==> src/logic/vba_pkg.sv <==
package vba_pkg;

  // ==========================================================
  // timing
  localparam int CLK_PERIOD_NS = 10;
  localparam int BBSY_MIN_NS = 90;
  localparam int BR_GAP_NS = 30;
  localparam int WITHDRAW_MAX_NS = 50;
  // least times round up to whole cycles
  localparam int BBSY_MIN_CYC = (BBSY_MIN_NS + CLK_PERIOD_NS - 1) /
    CLK_PERIOD_NS;
  localparam int BR_GAP_CYC = (BR_GAP_NS + CLK_PERIOD_NS - 1) /
    CLK_PERIOD_NS;
  localparam int CNT_W = 4;
  localparam logic [CNT_W-1:0] CNT_RESET = 4'h0;

  // ==========================================================
  // requester states, one-hot
  typedef enum logic [3:0] {
    ST_IDLE = 4'b0001,
    ST_REQ = 4'b0010,
    ST_OWN = 4'b0100,
    ST_WDRAW = 4'b1000
  } vba_state_t;

  // ==========================================================
  // backplane lines as seen and as driven (all active low on the wire)
  typedef struct packed {
    logic [3:0] br_n;
    logic [3:0] bg_in_n;
    logic bbsy_n;
    logic bclr_n;
  } vba_bus_in_t;

  typedef struct packed {
    logic [3:0] br_out;
    logic [3:0] br_oe_n;
    logic bbsy_out;
    logic bbsy_oe_n;
    logic [3:0] bg_out_n;
  } vba_bus_out_t;

endpackage

==> src/logic/vba_requester.sv <==
// Summary of operation
// - grant taken means bbsy low until release
// - master may finish before releasing on clear
// - same level ordered by daisy-chain position
// - wants-bus drives own request line low
// - pass grant on when not wanting bus
// - on grant: bbsy low, drop request, granted
// - release-when-done frees bbsy when wants drops
// - release-on-request frees bbsy only on others
// - bbsy held low at least 90 ns
// - bbsy low 30 ns after request released
// - bbsy released only after grant returns high
// - withdraw request only after bbsy low, within 50ns
`timescale 1ns/10ps
`default_nettype none

module vba_requester (
  // clock and reset
  input wire logic clk,
  input wire logic rst_n,
  // configuration, changed only while idle
  input wire logic [1:0] req_level,
  input wire logic ror_mode,
  // board side handshake
  input wire logic wants_bus,
  output logic granted_bus,
  output logic bus_clear_seen,
  // backplane arbitration lines
  input wire vba_pkg::vba_bus_in_t bus_in,
  output vba_pkg::vba_bus_out_t bus_out
);

  // ==========================================================
  // synchronisers
  vba_pkg::vba_bus_in_t sync1_reg;
  vba_pkg::vba_bus_in_t sync2_reg;

  always_ff @(posedge clk or negedge rst_n) begin
    if (!rst_n) begin
      sync1_reg <= '1;
      sync2_reg <= '1;
    end else begin
      sync1_reg <= bus_in;
      sync2_reg <= sync1_reg;
    end
  end

  logic [3:0] br_s;
  logic [3:0] bg_s;
  logic bbsy_s;
  logic grant_seen;
  logic other_req;

  assign br_s = sync2_reg.br_n;
  assign bg_s = sync2_reg.bg_in_n;
  assign bbsy_s = sync2_reg.bbsy_n;
  assign grant_seen = !bg_s[req_level];
  // own request is released while owning, so any low line is another
  assign other_req = |(~br_s);

  // ==========================================================
  // state and hold counter
  vba_pkg::vba_state_t state_reg;
  vba_pkg::vba_state_t state_next;
  logic [vba_pkg::CNT_W-1:0] own_cnt_reg;
  logic hold_done;
  logic release_ok;

  // one counter covers both minimums: the request is dropped in the
  // same cycle that bbsy is driven, so both start together
  assign hold_done =
    (own_cnt_reg >= vba_pkg::CNT_W'(vba_pkg::BBSY_MIN_CYC)) &&
    (own_cnt_reg >= vba_pkg::CNT_W'(vba_pkg::BR_GAP_CYC));

  assign release_ok = hold_done && !grant_seen && !wants_bus &&
    (!ror_mode || other_req);

  always_comb begin
    state_next = state_reg;
    case (state_reg)
      vba_pkg::ST_IDLE: begin
        if (wants_bus) begin
          state_next = vba_pkg::ST_REQ;
        end
      end
      vba_pkg::ST_REQ: begin
        if (!wants_bus) begin
          // an ungranted request may only go once bbsy is seen low
          if (!bbsy_s) begin
            state_next = vba_pkg::ST_IDLE;
          end else begin
            state_next = vba_pkg::ST_WDRAW;
          end
        end else if (grant_seen) begin
          state_next = vba_pkg::ST_OWN;
        end
      end
      vba_pkg::ST_OWN: begin
        if (release_ok) begin
          state_next = vba_pkg::ST_IDLE;
        end
      end
      vba_pkg::ST_WDRAW: begin
        if (wants_bus) begin
          state_next = vba_pkg::ST_REQ;
        end else if (!bbsy_s) begin
          state_next = vba_pkg::ST_IDLE;
        end
      end
      default: begin
        state_next = vba_pkg::ST_IDLE;
      end
    endcase
  end

  always_ff @(posedge clk or negedge rst_n) begin
    if (!rst_n) begin
      state_reg <= vba_pkg::ST_IDLE;
    end else begin
      state_reg <= state_next;
    end
  end

  always_ff @(posedge clk or negedge rst_n) begin
    if (!rst_n) begin
      own_cnt_reg <= vba_pkg::CNT_RESET;
    end else if (state_reg != vba_pkg::ST_OWN) begin
      own_cnt_reg <= vba_pkg::CNT_RESET;
    end else if (!(&own_cnt_reg)) begin
      own_cnt_reg <= own_cnt_reg + vba_pkg::CNT_W'(1);
    end
  end

  // ==========================================================
  // pin drivers, registered from the next state
  logic br_on_reg;
  logic bbsy_on_reg;
  logic granted_reg;
  logic bclr_reg;
  logic [3:0] bg_out_reg;
  logic passing;

  // the own level's grant is blocked while requesting or owning
  assign passing = (state_next == vba_pkg::ST_IDLE) ||
    (state_next == vba_pkg::ST_WDRAW);

  always_ff @(posedge clk or negedge rst_n) begin
    if (!rst_n) begin
      br_on_reg <= 1'b0;
    end else begin
      br_on_reg <= (state_next == vba_pkg::ST_REQ) ||
        (state_next == vba_pkg::ST_WDRAW);
    end
  end

  always_ff @(posedge clk or negedge rst_n) begin
    if (!rst_n) begin
      bbsy_on_reg <= 1'b0;
      granted_reg <= 1'b0;
    end else begin
      bbsy_on_reg <= (state_next == vba_pkg::ST_OWN);
      granted_reg <= (state_next == vba_pkg::ST_OWN);
    end
  end

  always_ff @(posedge clk or negedge rst_n) begin
    if (!rst_n) begin
      bg_out_reg <= 4'hf;
    end else begin
      for (int i = 0; i < 4; i++) begin
        if (i == int'(req_level)) begin
          bg_out_reg[i] <= passing ? bg_s[i] : 1'b1;
        end else begin
          bg_out_reg[i] <= bg_s[i];
        end
      end
    end
  end

  // clear is only reported; the master chooses when to let go
  always_ff @(posedge clk or negedge rst_n) begin
    if (!rst_n) begin
      bclr_reg <= 1'b0;
    end else begin
      bclr_reg <= !sync2_reg.bclr_n;
    end
  end

  always_comb begin
    bus_out.br_out = 4'h0;
    bus_out.br_oe_n = 4'hf;
    bus_out.br_oe_n[req_level] = !br_on_reg;
    bus_out.bbsy_out = 1'b0;
    bus_out.bbsy_oe_n = !bbsy_on_reg;
    bus_out.bg_out_n = bg_out_reg;
  end

  assign granted_bus = granted_reg;
  assign bus_clear_seen = bclr_reg;
endmodule

`default_nettype wire

==> config.mk <==
export PLATFORM = sky130hd
export DESIGN_NAME = vba_requester
export DESIGN_NICKNAME = d
export VERILOG_FILES = /design/src/logic/vba_pkg.sv /design/src/logic/vba_requester.sv
export SDC_FILE = /design/constraint.sdc
export NUM_CORES = 1
export LEC_CHECK = 0
export BUFFER_PORTS_ARGS = -buffer_cell sky130_fd_sc_hd__buf_2
export CORE_MARGIN = 4
export CORE_UTILIZATION = 47
export CTS_BUF_LIST = sky130_fd_sc_hd__clkbuf_8 sky130_fd_sc_hd__clkbuf_16
export CTS_CLUSTER_DIAMETER = 50
export DETAILED_ROUTE_END_ITERATION = 10
export PLACE_DENSITY_LB_ADDON = 0.12
export SKIP_LAST_GASP = 1
export SLEW_MARGIN = 10
export SYNTH_ARGS = -nofsm -noshare
export SYNTH_HDL_FRONTEND = slang
export SYNTH_SLANG_ARGS = --single-unit
==> constraint.sdc <==
create_clock -name clk -period 1.6 [get_ports clk]
set_input_delay 0.32 -clock clk [delete_from_list [all_inputs] [get_ports clk]]
set_output_delay 0.32 -clock clk [all_outputs]
set_load 0.01 [all_outputs]
==> results.md, run 1 <==
* Run status: finished clean
* Wire length per cell after detailed routing at 12.09 microns
* Met2 routed wirelength at between 1000 and 1500 microns
* Count of state elements after synthesis at 35
* Number of violations of the max-capacitance limit at 0
* Final sum of negative setup slack at 0 ns
* RSZ-0062 raised after global routing: yes
* Mapped cell area at 1475 sq um
* Via count at 1026
* Core Area at 3028 sq um
* TritonCTS sink count at 35
* Critical Path Fanout Max at 3
* Max Transition Viols Final at 0
* Hold violation count in the final report at 0
* Clock Power Share at 0.357
* Critical Path Sink Type: output pin
* Time the final worst path needs with I/O delays and setup at about 1.6 ns
* Die Footprint at 4099 sq um
* Cell Area, Placed at roughly 1700 sq um
* Portion of the post-synthesis area used by sequential elements at 0.6149
* Gr usage total at 0.1475
* Initial Util at 0.4872
* Wire length reported by the detailed router at around 2600 microns
* Footprint of the multi-input gates at about 510 sq um
* Combinational Power Share at 0.174
* Leakage power at 0.8208 nW
* Vias per std cell at about 4.8
* Layout cells sized above 1 at 0.4881
* Number of antenna-violating nets in the routed design at 0
* Switching power at 554.8 uW
* WP data arrival at 1.24 ns
* Routed length on met1 at between 1000 and 1500 microns
* CTS tree: built
* Number of global-route vias before repair at about 1100
* Width of the die at approximately 64 microns
* Clk Latency, worst-skew pair at roughly 0.28 ns
* Synth Flop Type: sky130_fd_sc_hd__dfstp_2
* Antenna diode instance count at 0
* Pin count of the biggest net entering global routing at 22
* First-iteration detailed-routing DRC count at 77
* Rows at 20
* Async set or reset register ratio after synthesis at 1.000
* Ports placed on the boundary at 32
* Average footprint of a synthesized cell at approximately 12 sq um
* Total chip power at between 2 and 2.5 mW
* Maximum number of buffers from clock root to sink at 2
* Synth unique cells at 35
* Total CTS buffers at 5
* Cell Pwr Density at 1214 nW/um^2
* # port buffers at 26
* Kind of critical path: reg2out
* Post-detailed-placement half-perimeter wirelength at 1976 microns
* Gate count after technology mapping at 126
* Kind of start point of the critical path: register
* Met3 routed wirelength at 138 microns
* Wire length of the first global-routing pass at between 4000 and 5000 microns
* Switching part of the total at 0.2455
* Htree depth at 2
* Worst endpoint required time at ~1.3 ns
* Class of the worst hold path: in2reg
* Vertical die dimension at about 64 microns
* Post-route standard cell area excluding fillers at about 1900 sq um
* Sequential share of power at 0.469
* Max rail drop VDD at around 0.65 mV
* Cell at the root of the clock tree: sky130_fd_sc_hd__clkbuf_8
* Final count of negative-setup-slack endpoints at 0
* Synthesis Warnings at 0
* Pre-antenna DRT Iters at 4
* Filler instances at roughly 260
* Top routing layer used: met4
* Maximum clock frequency at 640.1 MHz
* Sum of overflow across all layers after global routing at 0
* Int Pwr at between 1.5 and 2 mW
* Final clock period utilization by the worst path at 0.9764
* Number of remaining DRC errors at 0
* Utilization after layout at 0.6149
* Fin nets at 186
* Number of enable-type register cells in the synthesized netlist at 0
* Flip-flop count of the largest register, all copies and words added at 10
* Area Overhead vs Synth at 26.21%
* Global placer's final weighted congestion at 0.7987
* Worst-path clk slew at about 0.070 ns
* Clock skew at between 0.006 and 0.007 ns
* Antenna violations before repair at 0
* Footprint of the flip-flops and latches at approximately 910 sq um
* WHS at 0.1352 ns
==> worst paths after layout <==
path                         startpoint      endpoint  slack [ns]  cells after the start
max in group asynchronous         rst_n       bg_s[0]        0.61                      3
min reg2reg                sync1_reg[1]        bbsy_s        0.35                      0
min                           bus_in[6]  sync1_reg[6]        0.14                      1
max reg2reg                     bg_s[3]  state_reg[2]        0.07                      3
max                           br_on_reg    bus_out[6]        0.04                      2
min in group asynchronous         rst_n  state_reg[1]        0.48                      2
==> cells in the mapped netlist, types with 2 or more instances <==
| cell type | number | share of area |
|---|---|---|
| sky130_fd_sc_hd__nand3_1 | 6 | 0.020 |
| sky130_fd_sc_hd__ha_1 | 3 | 0.025 |
| sky130_fd_sc_hd__dfrtp_1 | 10 | 0.17 |
| sky130_fd_sc_hd__nand2b_1 | 3 | 0.013 |
| sky130_fd_sc_hd__clkbuf_1 | 3 | 0.0076 |
| sky130_fd_sc_hd__inv_1 | 8 | 0.020 |
| sky130_fd_sc_hd__nand2_1 | 10 | 0.025 |
| sky130_fd_sc_hd__nor2_1 | 9 | 0.023 |
| sky130_fd_sc_hd__a31oi_1 | 2 | 0.0085 |
| sky130_fd_sc_hd__nor3_1 | 4 | 0.014 |
| sky130_fd_sc_hd__o21ai_0 | 4 | 0.014 |
| sky130_fd_sc_hd__a21oi_1 | 4 | 0.014 |
| sky130_fd_sc_hd__o21bai_1 | 2 | 0.010 |
| sky130_fd_sc_hd__buf_4 | 5 | 0.025 |
| sky130_fd_sc_hd__o221ai_1 | 4 | 0.024 |
| sky130_fd_sc_hd__dfstp_2 | 25 | 0.45 |
| sky130_fd_sc_hd__nor2b_1 | 4 | 0.017 |
| sky130_fd_sc_hd__nand3b_1 | 3 | 0.015 |
==> power groups by stage <==
stage	Combinational (mW)	Clock, mW	Sequential (mW)
finish	0.393	0.807	1.06
global route	0.438	0.867	1.07
CTS	0.359	0.831	1.06
detailed placement	0.358	0	1.08
global placement	0.354	0	1.07
floorplan	0.207	0	1.08
==> what timing repair did <==
| action | in CTS | in global routing |
|---|---|---|
| hold endpoints to repair | 9 | 0 |
| setup endpoints to repair | 0 | 4 |
| gates resized for setup | 0 | 2 |
| buffers inserted | 0 | 2 |
| hold buffers | 1 | 0 |
==> layout make-up <==
class                   count  share of cell area
flip-flops and latches     35              0.4872
multi-input cells          78              0.2735
repair buffers             39              0.1304
clock buffers               6             0.04435
well taps                  44             0.02957
clock inverters             2             0.01882
inverters                   8             0.01613
==> through the flow <==
step | std cells | setup slack [ns]
global route | 212 | -0.007100
floorplan | 130 | 0.02264
detailed placement | 201 | -0.03469
finish | 212 | 0.03772
global placement | 201 | -0.001415
CTS | 210 | 0.01092
==> cell families (layout without fill, tap and decap cells) <==
| logic type | Yosys count | in the layout | share of synthesized area |
|---|---|---|---|
| multiplexers | 2 | 2 | 0.02205 |
| AO/OA/AOI/OAI | 18 | 18 | 0.08227 |
| other | 1 | 5 | 0.002542 |
| adder cells (fa/ha/maj) | 3 | 3 | 0.02545 |
| flip-flops | 35 | 35 | 0.6149 |
| AND/OR/NAND/NOR | 49 | 49 | 0.1858 |
| XOR/XNOR | 1 | 1 | 0.005938 |
| buffers and inverters | 17 | 55 | 0.06107 |
==> worst max-delay path, cell delays in order (launching register included) <==
cell and delay [ns]:
sky130_fd_sc_hd__dfrtp_1 0.37, sky130_fd_sc_hd__or3b_2 0.44, sky130_fd_sc_hd__buf_2 0.15
==> layer usage <==
metal | up-vias | GRT usage
met1 | 490 | 0.1747
met2 | 29 | 0.2426
li1 | 500 | -
met3 | 7 | 0.03866
met4 | 0 | 0.08086
met5 | - | 0
==> placed cells by master, fill, tap and decap left out, types with 5 or more instances in the layout <==
cell type                  count
sky130_fd_sc_hd__inv_1         8
sky130_fd_sc_hd__buf_4        11
sky130_fd_sc_hd__dfstp_2      25
sky130_fd_sc_hd__buf_2        26
sky130_fd_sc_hd__conb_1        5
sky130_fd_sc_hd__clkbuf_8      6
sky130_fd_sc_hd__nand2_1      10
sky130_fd_sc_hd__nand3_1       6
sky130_fd_sc_hd__dfrtp_1      10
sky130_fd_sc_hd__nor2_1        9
No activity file was read; power rests on OpenSTA's default activity.
==> inputs of run 2 (changes only) <==
--- a/config.mk
+++ b/config.mk
@@ -5,7 +5,7 @@
 export SDC_FILE = /design/constraint.sdc
 export NUM_CORES = 1
 export LEC_CHECK = 0
-export BUFFER_PORTS_ARGS = -buffer_cell sky130_fd_sc_hd__buf_2
+export BUFFER_PORTS_ARGS = -buffer_cell sky130_fd_sc_hd__buf_4
 export CORE_MARGIN = 4
 export CORE_UTILIZATION = 47
 export CTS_BUF_LIST = sky130_fd_sc_hd__clkbuf_8 sky130_fd_sc_hd__clkbuf_16
==> run 2 against run 1 <==
  * Non-clock buffer count decreased by 5
  * Combinational power decreased by 4%
  * Critical path type is now reg2reg
  * Flip-flop and latch count unchanged
  * Largest cell class unchanged
  * Critical endpoint is now granted_bus
==> results.md, run 2 (synthesis gave the netlist of run 1 again) <==
* Cell Pwr Density at 1117 nW/um^2 (-7.9%)
* Critical Path Fanout Max at 3 (unchanged)
* Number of violations of the max-capacitance limit at 0 (unchanged)
* Final count of negative-setup-slack endpoints at 0 (unchanged)
* Combinational Power Share at 0.183 (+0.009)
* Class of the worst hold path: in2reg
* Wire length reported by the detailed router at 2591 microns (+1.1%)
* RSZ-0062 raised after global routing: yes
* Area Overhead vs Synth at 25.11%
* Worst setup margin at 0.08596 ns (+0.04824 ns)
* Fin cells at 207 (-2.4%)
* Pin count of the biggest net entering global routing at 36 (+64%)
* Time the final worst path needs with I/O delays and setup at 1.514 ns (-0.04824 ns)
* Sequential share of power at 0.516 (+0.047)
* Wire length of the first global-routing pass at 4464 microns (-2.7%)
* Wire length per cell after detailed routing at 12.52 microns (+3.5%)
* CTS tree: built
* Run status: finished clean
* Total CTS buffers at 5 (unchanged)
* Global placer's final weighted congestion at 0.7808 (-2.2%)
* Gr usage total at 0.1434 (-0.004088)
* Antenna diode instance count at 0 (unchanged)
* Vertical die dimension at 64.03 microns (unchanged)
* Antenna violations before repair at 0 (unchanged)
* Top library cells by usage in the layout, fill and taps aside: 33 x sky130_fd_sc_hd__buf_4, 25 x sky130_fd_sc_hd__dfstp_2, 10 x sky130_fd_sc_hd__nand2_1, 10 x sky130_fd_sc_hd__dfrtp_1, 9 x sky130_fd_sc_hd__nor2_1
* Filler instances at 244 (-4.7%)
* Commonest non-fill, non-tap cell in the layout: sky130_fd_sc_hd__buf_4
* Critical Path Sink Type: register
* Cell at the root of the clock tree: sky130_fd_sc_hd__clkbuf_8
* Post-detailed-placement half-perimeter wirelength at 1881 microns (-4.8%)
* # port buffers at 26 (unchanged)
* Maximum clock frequency at 660.5 MHz (+3.2%)
* Core Area at 3028 sq um (unchanged)
* Crit path buffers/inverters at 0 (-1)
* Die Footprint at 4099 sq um (unchanged)
* Initial Util at 0.4872 (unchanged)
* Worst-path clk slew at 0.07 ns (about the same)
* Worst endpoint required time at 1.82 ns (+0.54 ns)
* WP data arrival at 1.73 ns (+0.49 ns)
* Kind of critical path: reg2reg
* Total chip power at 2.062 mW (-8.8%)
* Rows at 20 (unchanged)
* Hold violation count in the final report at 0 (unchanged)
* Footprint of the multi-input gates at 506.7 sq um (-0.49%)
* Pre-antenna DRT Iters at 4 (unchanged)
* Switching part of the total at 0.2743 (+0.02887)
* Footprint of the flip-flops and latches at 907.1 sq um (unchanged)
* Clock skew at 0.004296 ns (-0.001737 ns)
* Leakage power at 0.7991 nW (-2.6%)
* Post-Place Worst Slack at -0.01049 ns (+0.02420 ns)
* Master of the slowest instance on the critical path: sky130_fd_sc_hd__mux4_2
* TritonCTS sink count at 35 (unchanged)
* Layout cells sized above 1 at 0.4601 (-0.02797)
* Number of remaining DRC errors at 0 (unchanged)
* Sum of overflow across all layers after global routing at 0 (unchanged)
* Number of placed cells counting well taps at 198 (-1.5%)
* Kind of start point of the critical path: register
* Number of antenna-violating nets in the routed design at 0 (unchanged)
* Max rail drop VDD at 0.8280 mV (+27%)
* Flip-flop count of the largest register, all copies and words added at 10 (unchanged)
* Fin nets at 181 (-2.7%)
* Width of the die at 64.03 microns (unchanged)
* Slowest stage delay, CP at 0.49 ns (+0.05 ns)
* First-iteration detailed-routing DRC count at 46 (-40%)
* Int Pwr at 1.497 mW (-12%)
* Vias per std cell at 4.831 (-0.18%)
* Crit path cell chain: mux4_2 -> or4_4 -> a21oi_2
* Clock Power Share at 0.301 (-0.056)
* Via count at 1000 (-2.5%)
* Worst path top cell family by delay: multiplexers
* Max Transition Viols Final at 0 (unchanged)
* Clk Latency, worst-skew pair at 0.29 ns (about the same)
* Switching power at 565.8 uW (+2.0%)
* Post-CTS setup repair buffer count at 0 (unchanged)
* Ports placed on the boundary at 32 (unchanged)
* Number of global-route vias before repair at 1016 (-4.6%)
* Final clock period utilization by the worst path at 0.9463 (-0.03015)
* Htree depth at 2 (unchanged)
* Maximum number of buffers from clock root to sink at 2 (unchanged)
[run 2: worst paths after layout]
check | slack [ns] | cells past startpoint | to | from
max | 0.09 | 3 | granted_bus | bg_s[3]
min | 0.14 | 1 | sync1_reg[4] | bus_in[4]
max reg2reg | 0.09 | 3 | granted_bus | bg_s[3]
min reg2reg | 0.36 | 0 | bg_s[1] | sync1_reg[3]
max in group asynchronous | 0.76 | 2 | br_s[3] | rst_n
min in group asynchronous | 0.51 | 2 | state_reg[2] | rst_n
[run 2: layer usage]
| layer | part of all wire | routed length (microns) | vias up | track usage |
|---|---|---|---|---|
| met5 | 0 | 0 | - | 0 |
| met4 | 0.017 | 44 | 0 | 0.05660 |
| met3 | 0.083 | 216 | 6 | 0.05097 |
| met2 | 0.49 | 1282 | 36 | 0.2387 |
| met1 | 0.40 | 1047 | 467 | 0.1678 |
| li1 | - | - | 491 | - |
[run 2: area by class of cell]
| type | count | share of cell area |
|---|---|---|
| Clock buffer | 5 | 0.03729 |
| Tap cell | 44 | 0.02983 |
| Multi-Input combinational cell | 78 | 0.2746 |
| Timing Repair Buffer | 34 | 0.1397 |
| Sequential cell | 35 | 0.4915 |
| Clock inverter | 3 | 0.01085 |
| Inverter | 8 | 0.01627 |
[run 2: repair_timing]
| action | 4_1_cts | 5_1_grt |
|---|---|---|
| hold endpoints to repair | 10 | 0 |
| setup endpoints to repair | 0 | 6 |
| resized for setup | 0 | 3 |
| hold buffers | 1 | 0 |
[run 2: through the flow]
stage / setup TNS [ns] / hold WS, ns / instance area, sq um / utilization
after global routing: -0.01741 / 0.1195 / 1846 / 0.6095
after CTS: 0 / 0.1263 / 1839 / 0.6074
final: 0 / 0.1369 / 1846 / 0.6095
after floorplan: 0 / 0.02441 / 1498 / -
after global placement: 0 / 0.2838 / 1740 / 0.5748
after detailed placement: -0.01366 / 0.2904 / 1740 / 0.5748
[run 2: power by group through the flow]
stage	registers (mW)	logic [mW]	clock network, mW
2_1_floorplan	1.08	0.207	0
3_3_place_gp	1.07	0.369	0
3_5_place_dp	1.08	0.374	0
4_1_cts	1.06	0.377	0.643
5_1_grt	1.08	0.421	0.676
6_report	1.06	0.378	0.621
[run 2: worst reg2reg max path, stage by stage (launching register included)]
cell and delay [ns]:
sky130_fd_sc_hd__dfstp_2 0.37, sky130_fd_sc_hd__mux4_2 0.49, sky130_fd_sc_hd__or4_4 0.45, sky130_fd_sc_hd__a21oi_2 0.14
==> inputs of run 3 (changes only) <==
--- a/config.mk
+++ b/config.mk
@@ -7,7 +7,7 @@
 export LEC_CHECK = 0
 export BUFFER_PORTS_ARGS = -buffer_cell sky130_fd_sc_hd__buf_4
 export CORE_MARGIN = 4
-export CORE_UTILIZATION = 47
+export CORE_UTILIZATION = 42
 export CTS_BUF_LIST = sky130_fd_sc_hd__clkbuf_8 sky130_fd_sc_hd__clkbuf_16
 export CTS_CLUSTER_DIAMETER = 50
 export DETAILED_ROUTE_END_ITERATION = 10
==> run 3 against run 2 <==
  * Die area increased by 10%
  * Via count decreased by 0.50%
  * Non-clock buffer count increased by 3
  * Clock skew increased by 0.0017 ns
==> results.md, run 3 (synthesis gave the netlist of run 1 again) <==
* Run status: finished clean
* Antenna diode instance count at 0 (unchanged)
* WHS at 0.1343 ns (-0.002580 ns)
* Top library cells by usage in the layout, fill and taps aside: 36 x sky130_fd_sc_hd__buf_4, 25 x sky130_fd_sc_hd__dfstp_2, 10 x sky130_fd_sc_hd__nand2_1, 10 x sky130_fd_sc_hd__dfrtp_1, 9 x sky130_fd_sc_hd__nor2_1
* Number of remaining DRC errors at 0 (unchanged)
* Number of global-route vias before repair at 1034 (+1.8%)
* Post-route standard cell area excluding fillers at 1872 sq um (+1.4%)
* Maximum clock frequency at 649.6 MHz (-1.6%)
* Time the final worst path needs with I/O delays and setup at 1.539 ns (+0.02538 ns)
* Clock skew at 0.006040 ns (+0.001745 ns)
* Final clock period utilization by the worst path at 0.9621 (+0.01586)
* CTS tree: built
* Worst r2r src: bg_s[3]
* Flip-flop count of the largest register, all copies and words added at 10 (unchanged)
* Ports placed on the boundary at 32 (unchanged)
* Wire length per cell after detailed routing at 12.43 microns (-0.70%)
* Area Overhead vs Synth at 26.89%
* Pin count of the biggest net entering global routing at 36 (unchanged)
* Total chip power at 2.129 mW (+3.2%)
* Rows at 21 (+5.0%)
* Commonest non-fill, non-tap cell in the layout: sky130_fd_sc_hd__buf_4
* Total CTS buffers at 5 (unchanged)
* Post-detailed-placement half-perimeter wirelength at 1839 microns (-2.2%)
* Kind of critical path: reg2out
* Min-Delay Endpoint: sync1_reg[5]
* Clk Latency, worst-skew pair at 0.29 ns (about the same)
* Reg-to-reg slack, setup at 0.08 ns (about the same)
* Leakage power at 0.8128 nW (+1.7%)
* Number of antenna-violating nets in the routed design at 0 (unchanged)
* Number of violations of the max-capacitance limit at 0 (unchanged)
* Cell Pwr Density at 1137 nW/um^2 (+1.8%)
* Sum of overflow across all layers after global routing at 0 (unchanged)
* Cell at the root of the clock tree: sky130_fd_sc_hd__clkbuf_8
* Gr usage total at 0.1404 (-0.003065)
* Wire length reported by the detailed router at 2635 microns (+1.7%)
* Initial Util at 0.4386 (-0.04857)
* Class of the worst hold path: in2reg
* Utilization after layout at 0.5565 (-0.05296)
* Vertical die dimension at 67.27 microns (+5.1%)
* # port buffers at 26 (unchanged)
* Worst-path clk slew at 0.07 ns (about the same)
* Width of the die at 67.27 microns (+5.1%)
* Die Footprint at 4525 sq um (+10%)
* Pre-antenna DRT Iters at 4 (unchanged)
* Antenna violations before repair at 0 (unchanged)
* First-iteration detailed-routing DRC count at 46 (unchanged)
* Layout cells sized above 1 at 0.4699 (+0.009757)
* RSZ-0062 raised after global routing: yes
* Fin nets at 184 (+1.7%)
* Number of cell instances on the worst register-to-register path at 3 (unchanged)
* Hold violation count in the final report at 0 (unchanged)
* Core Area at 3363 sq um (+11%)
* Final count of negative-setup-slack endpoints at 0 (unchanged)
* TritonCTS sink count at 35 (unchanged)
* Critical Path Fanout Max at 2 (-1)
* Wire length of the first global-routing pass at 4581 microns (+2.6%)
* Critical Path Sink Type: output pin
* Number of stages on the worst hold path at 1 (unchanged)
* Via count at 995 (-0.50%)
* Max Transition Viols Final at 0 (unchanged)
* Global placer's final weighted congestion at 0.7531 (-3.5%)
* Max rail drop VDD at 0.6742 mV (-19%)
* Cell Area, Placed at 1750 sq um (+0.58%)
* Vias per std cell at 4.693 (-2.8%)
* Capture instance of the worst register-to-register path: granted_bus
* Hold Path Origin: bus_in[5]
* Kind of start point of the critical path: register
* Htree depth at 2 (unchanged)
* WP data arrival at 1.22 ns (-0.51 ns)
* Maximum number of buffers from clock root to sink at 2 (unchanged)
* Worst endpoint required time at 1.28 ns (-0.54 ns)
## run 3: critical path: stages (launching register included)
cell                      delay [ns]
sky130_fd_sc_hd__dfrtp_1        0.35
sky130_fd_sc_hd__or3b_2         0.44
sky130_fd_sc_hd__buf_4          0.15
## run 3: area by class of cell
class,instances,area [sq um]
fill,311,1491
sequential,35,907.1
multi-input combinational,78,504.2
timing repair buffer,37,280.3
clock buffer,5,68.82
tap,46,57.56
inverter,8,30.03
clock inverter,3,23.77
## run 3: power breakdown
part	leakage [nW]	total (mW)	switching, mW	internal [mW]
clock network	0.0408	0.653	0.342	0.311
logic	0.374	0.420	0.202	0.218
registers	0.398	1.06	0.0548	1.00
## run 3: how the worst max path moves through the flow
stage | from | end | slack [ns] | cells past startpoint
2_1_floorplan | req_level[0] | granted_bus | 0.02 | 4
3_3_place_gp | req_level[0] | granted_bus | -0.002 | 4
3_5_place_dp | req_level[0] | granted_bus | -0.003 | 4
4_1_cts | br_on_reg | bus_out[6] | 0.05 | 2
5_1_grt | br_on_reg | bus_out[6] | -0.004 | 2
6_report | br_on_reg | bus_out[6] | 0.06 | 2
## run 3: metrics by stage
step	setup WS [ns]	instances	TNS, ns
after floorplan	0.02264	130	0
after global placement	-0.001601	201	-0.001601
after detailed placement	-0.002978	201	-0.005317
after CTS	0.04772	211	0
after global routing	-0.003521	212	-0.003521
final	0.06057	212	0
## run 3: per-layer routing
layer | vias to the layer above | GRT usage | share of wire | routed length, microns
li1 | 493 | - | - | -
met1 | 466 | 0.1761 | 0.44 | 1169
met2 | 29 | 0.2074 | 0.47 | 1233
met3 | 7 | 0.05158 | 0.065 | 172
met4 | 0 | 0.08101 | 0.023 | 60
met5 | - | 0 | 0 | 0
## run 3: repair_timing
action	in CTS	in global routing
resized for setup	0	1
setup buffers	1	1
hold endpoints to repair	10	0
setup endpoints to repair	1	2
hold buffers	1	0
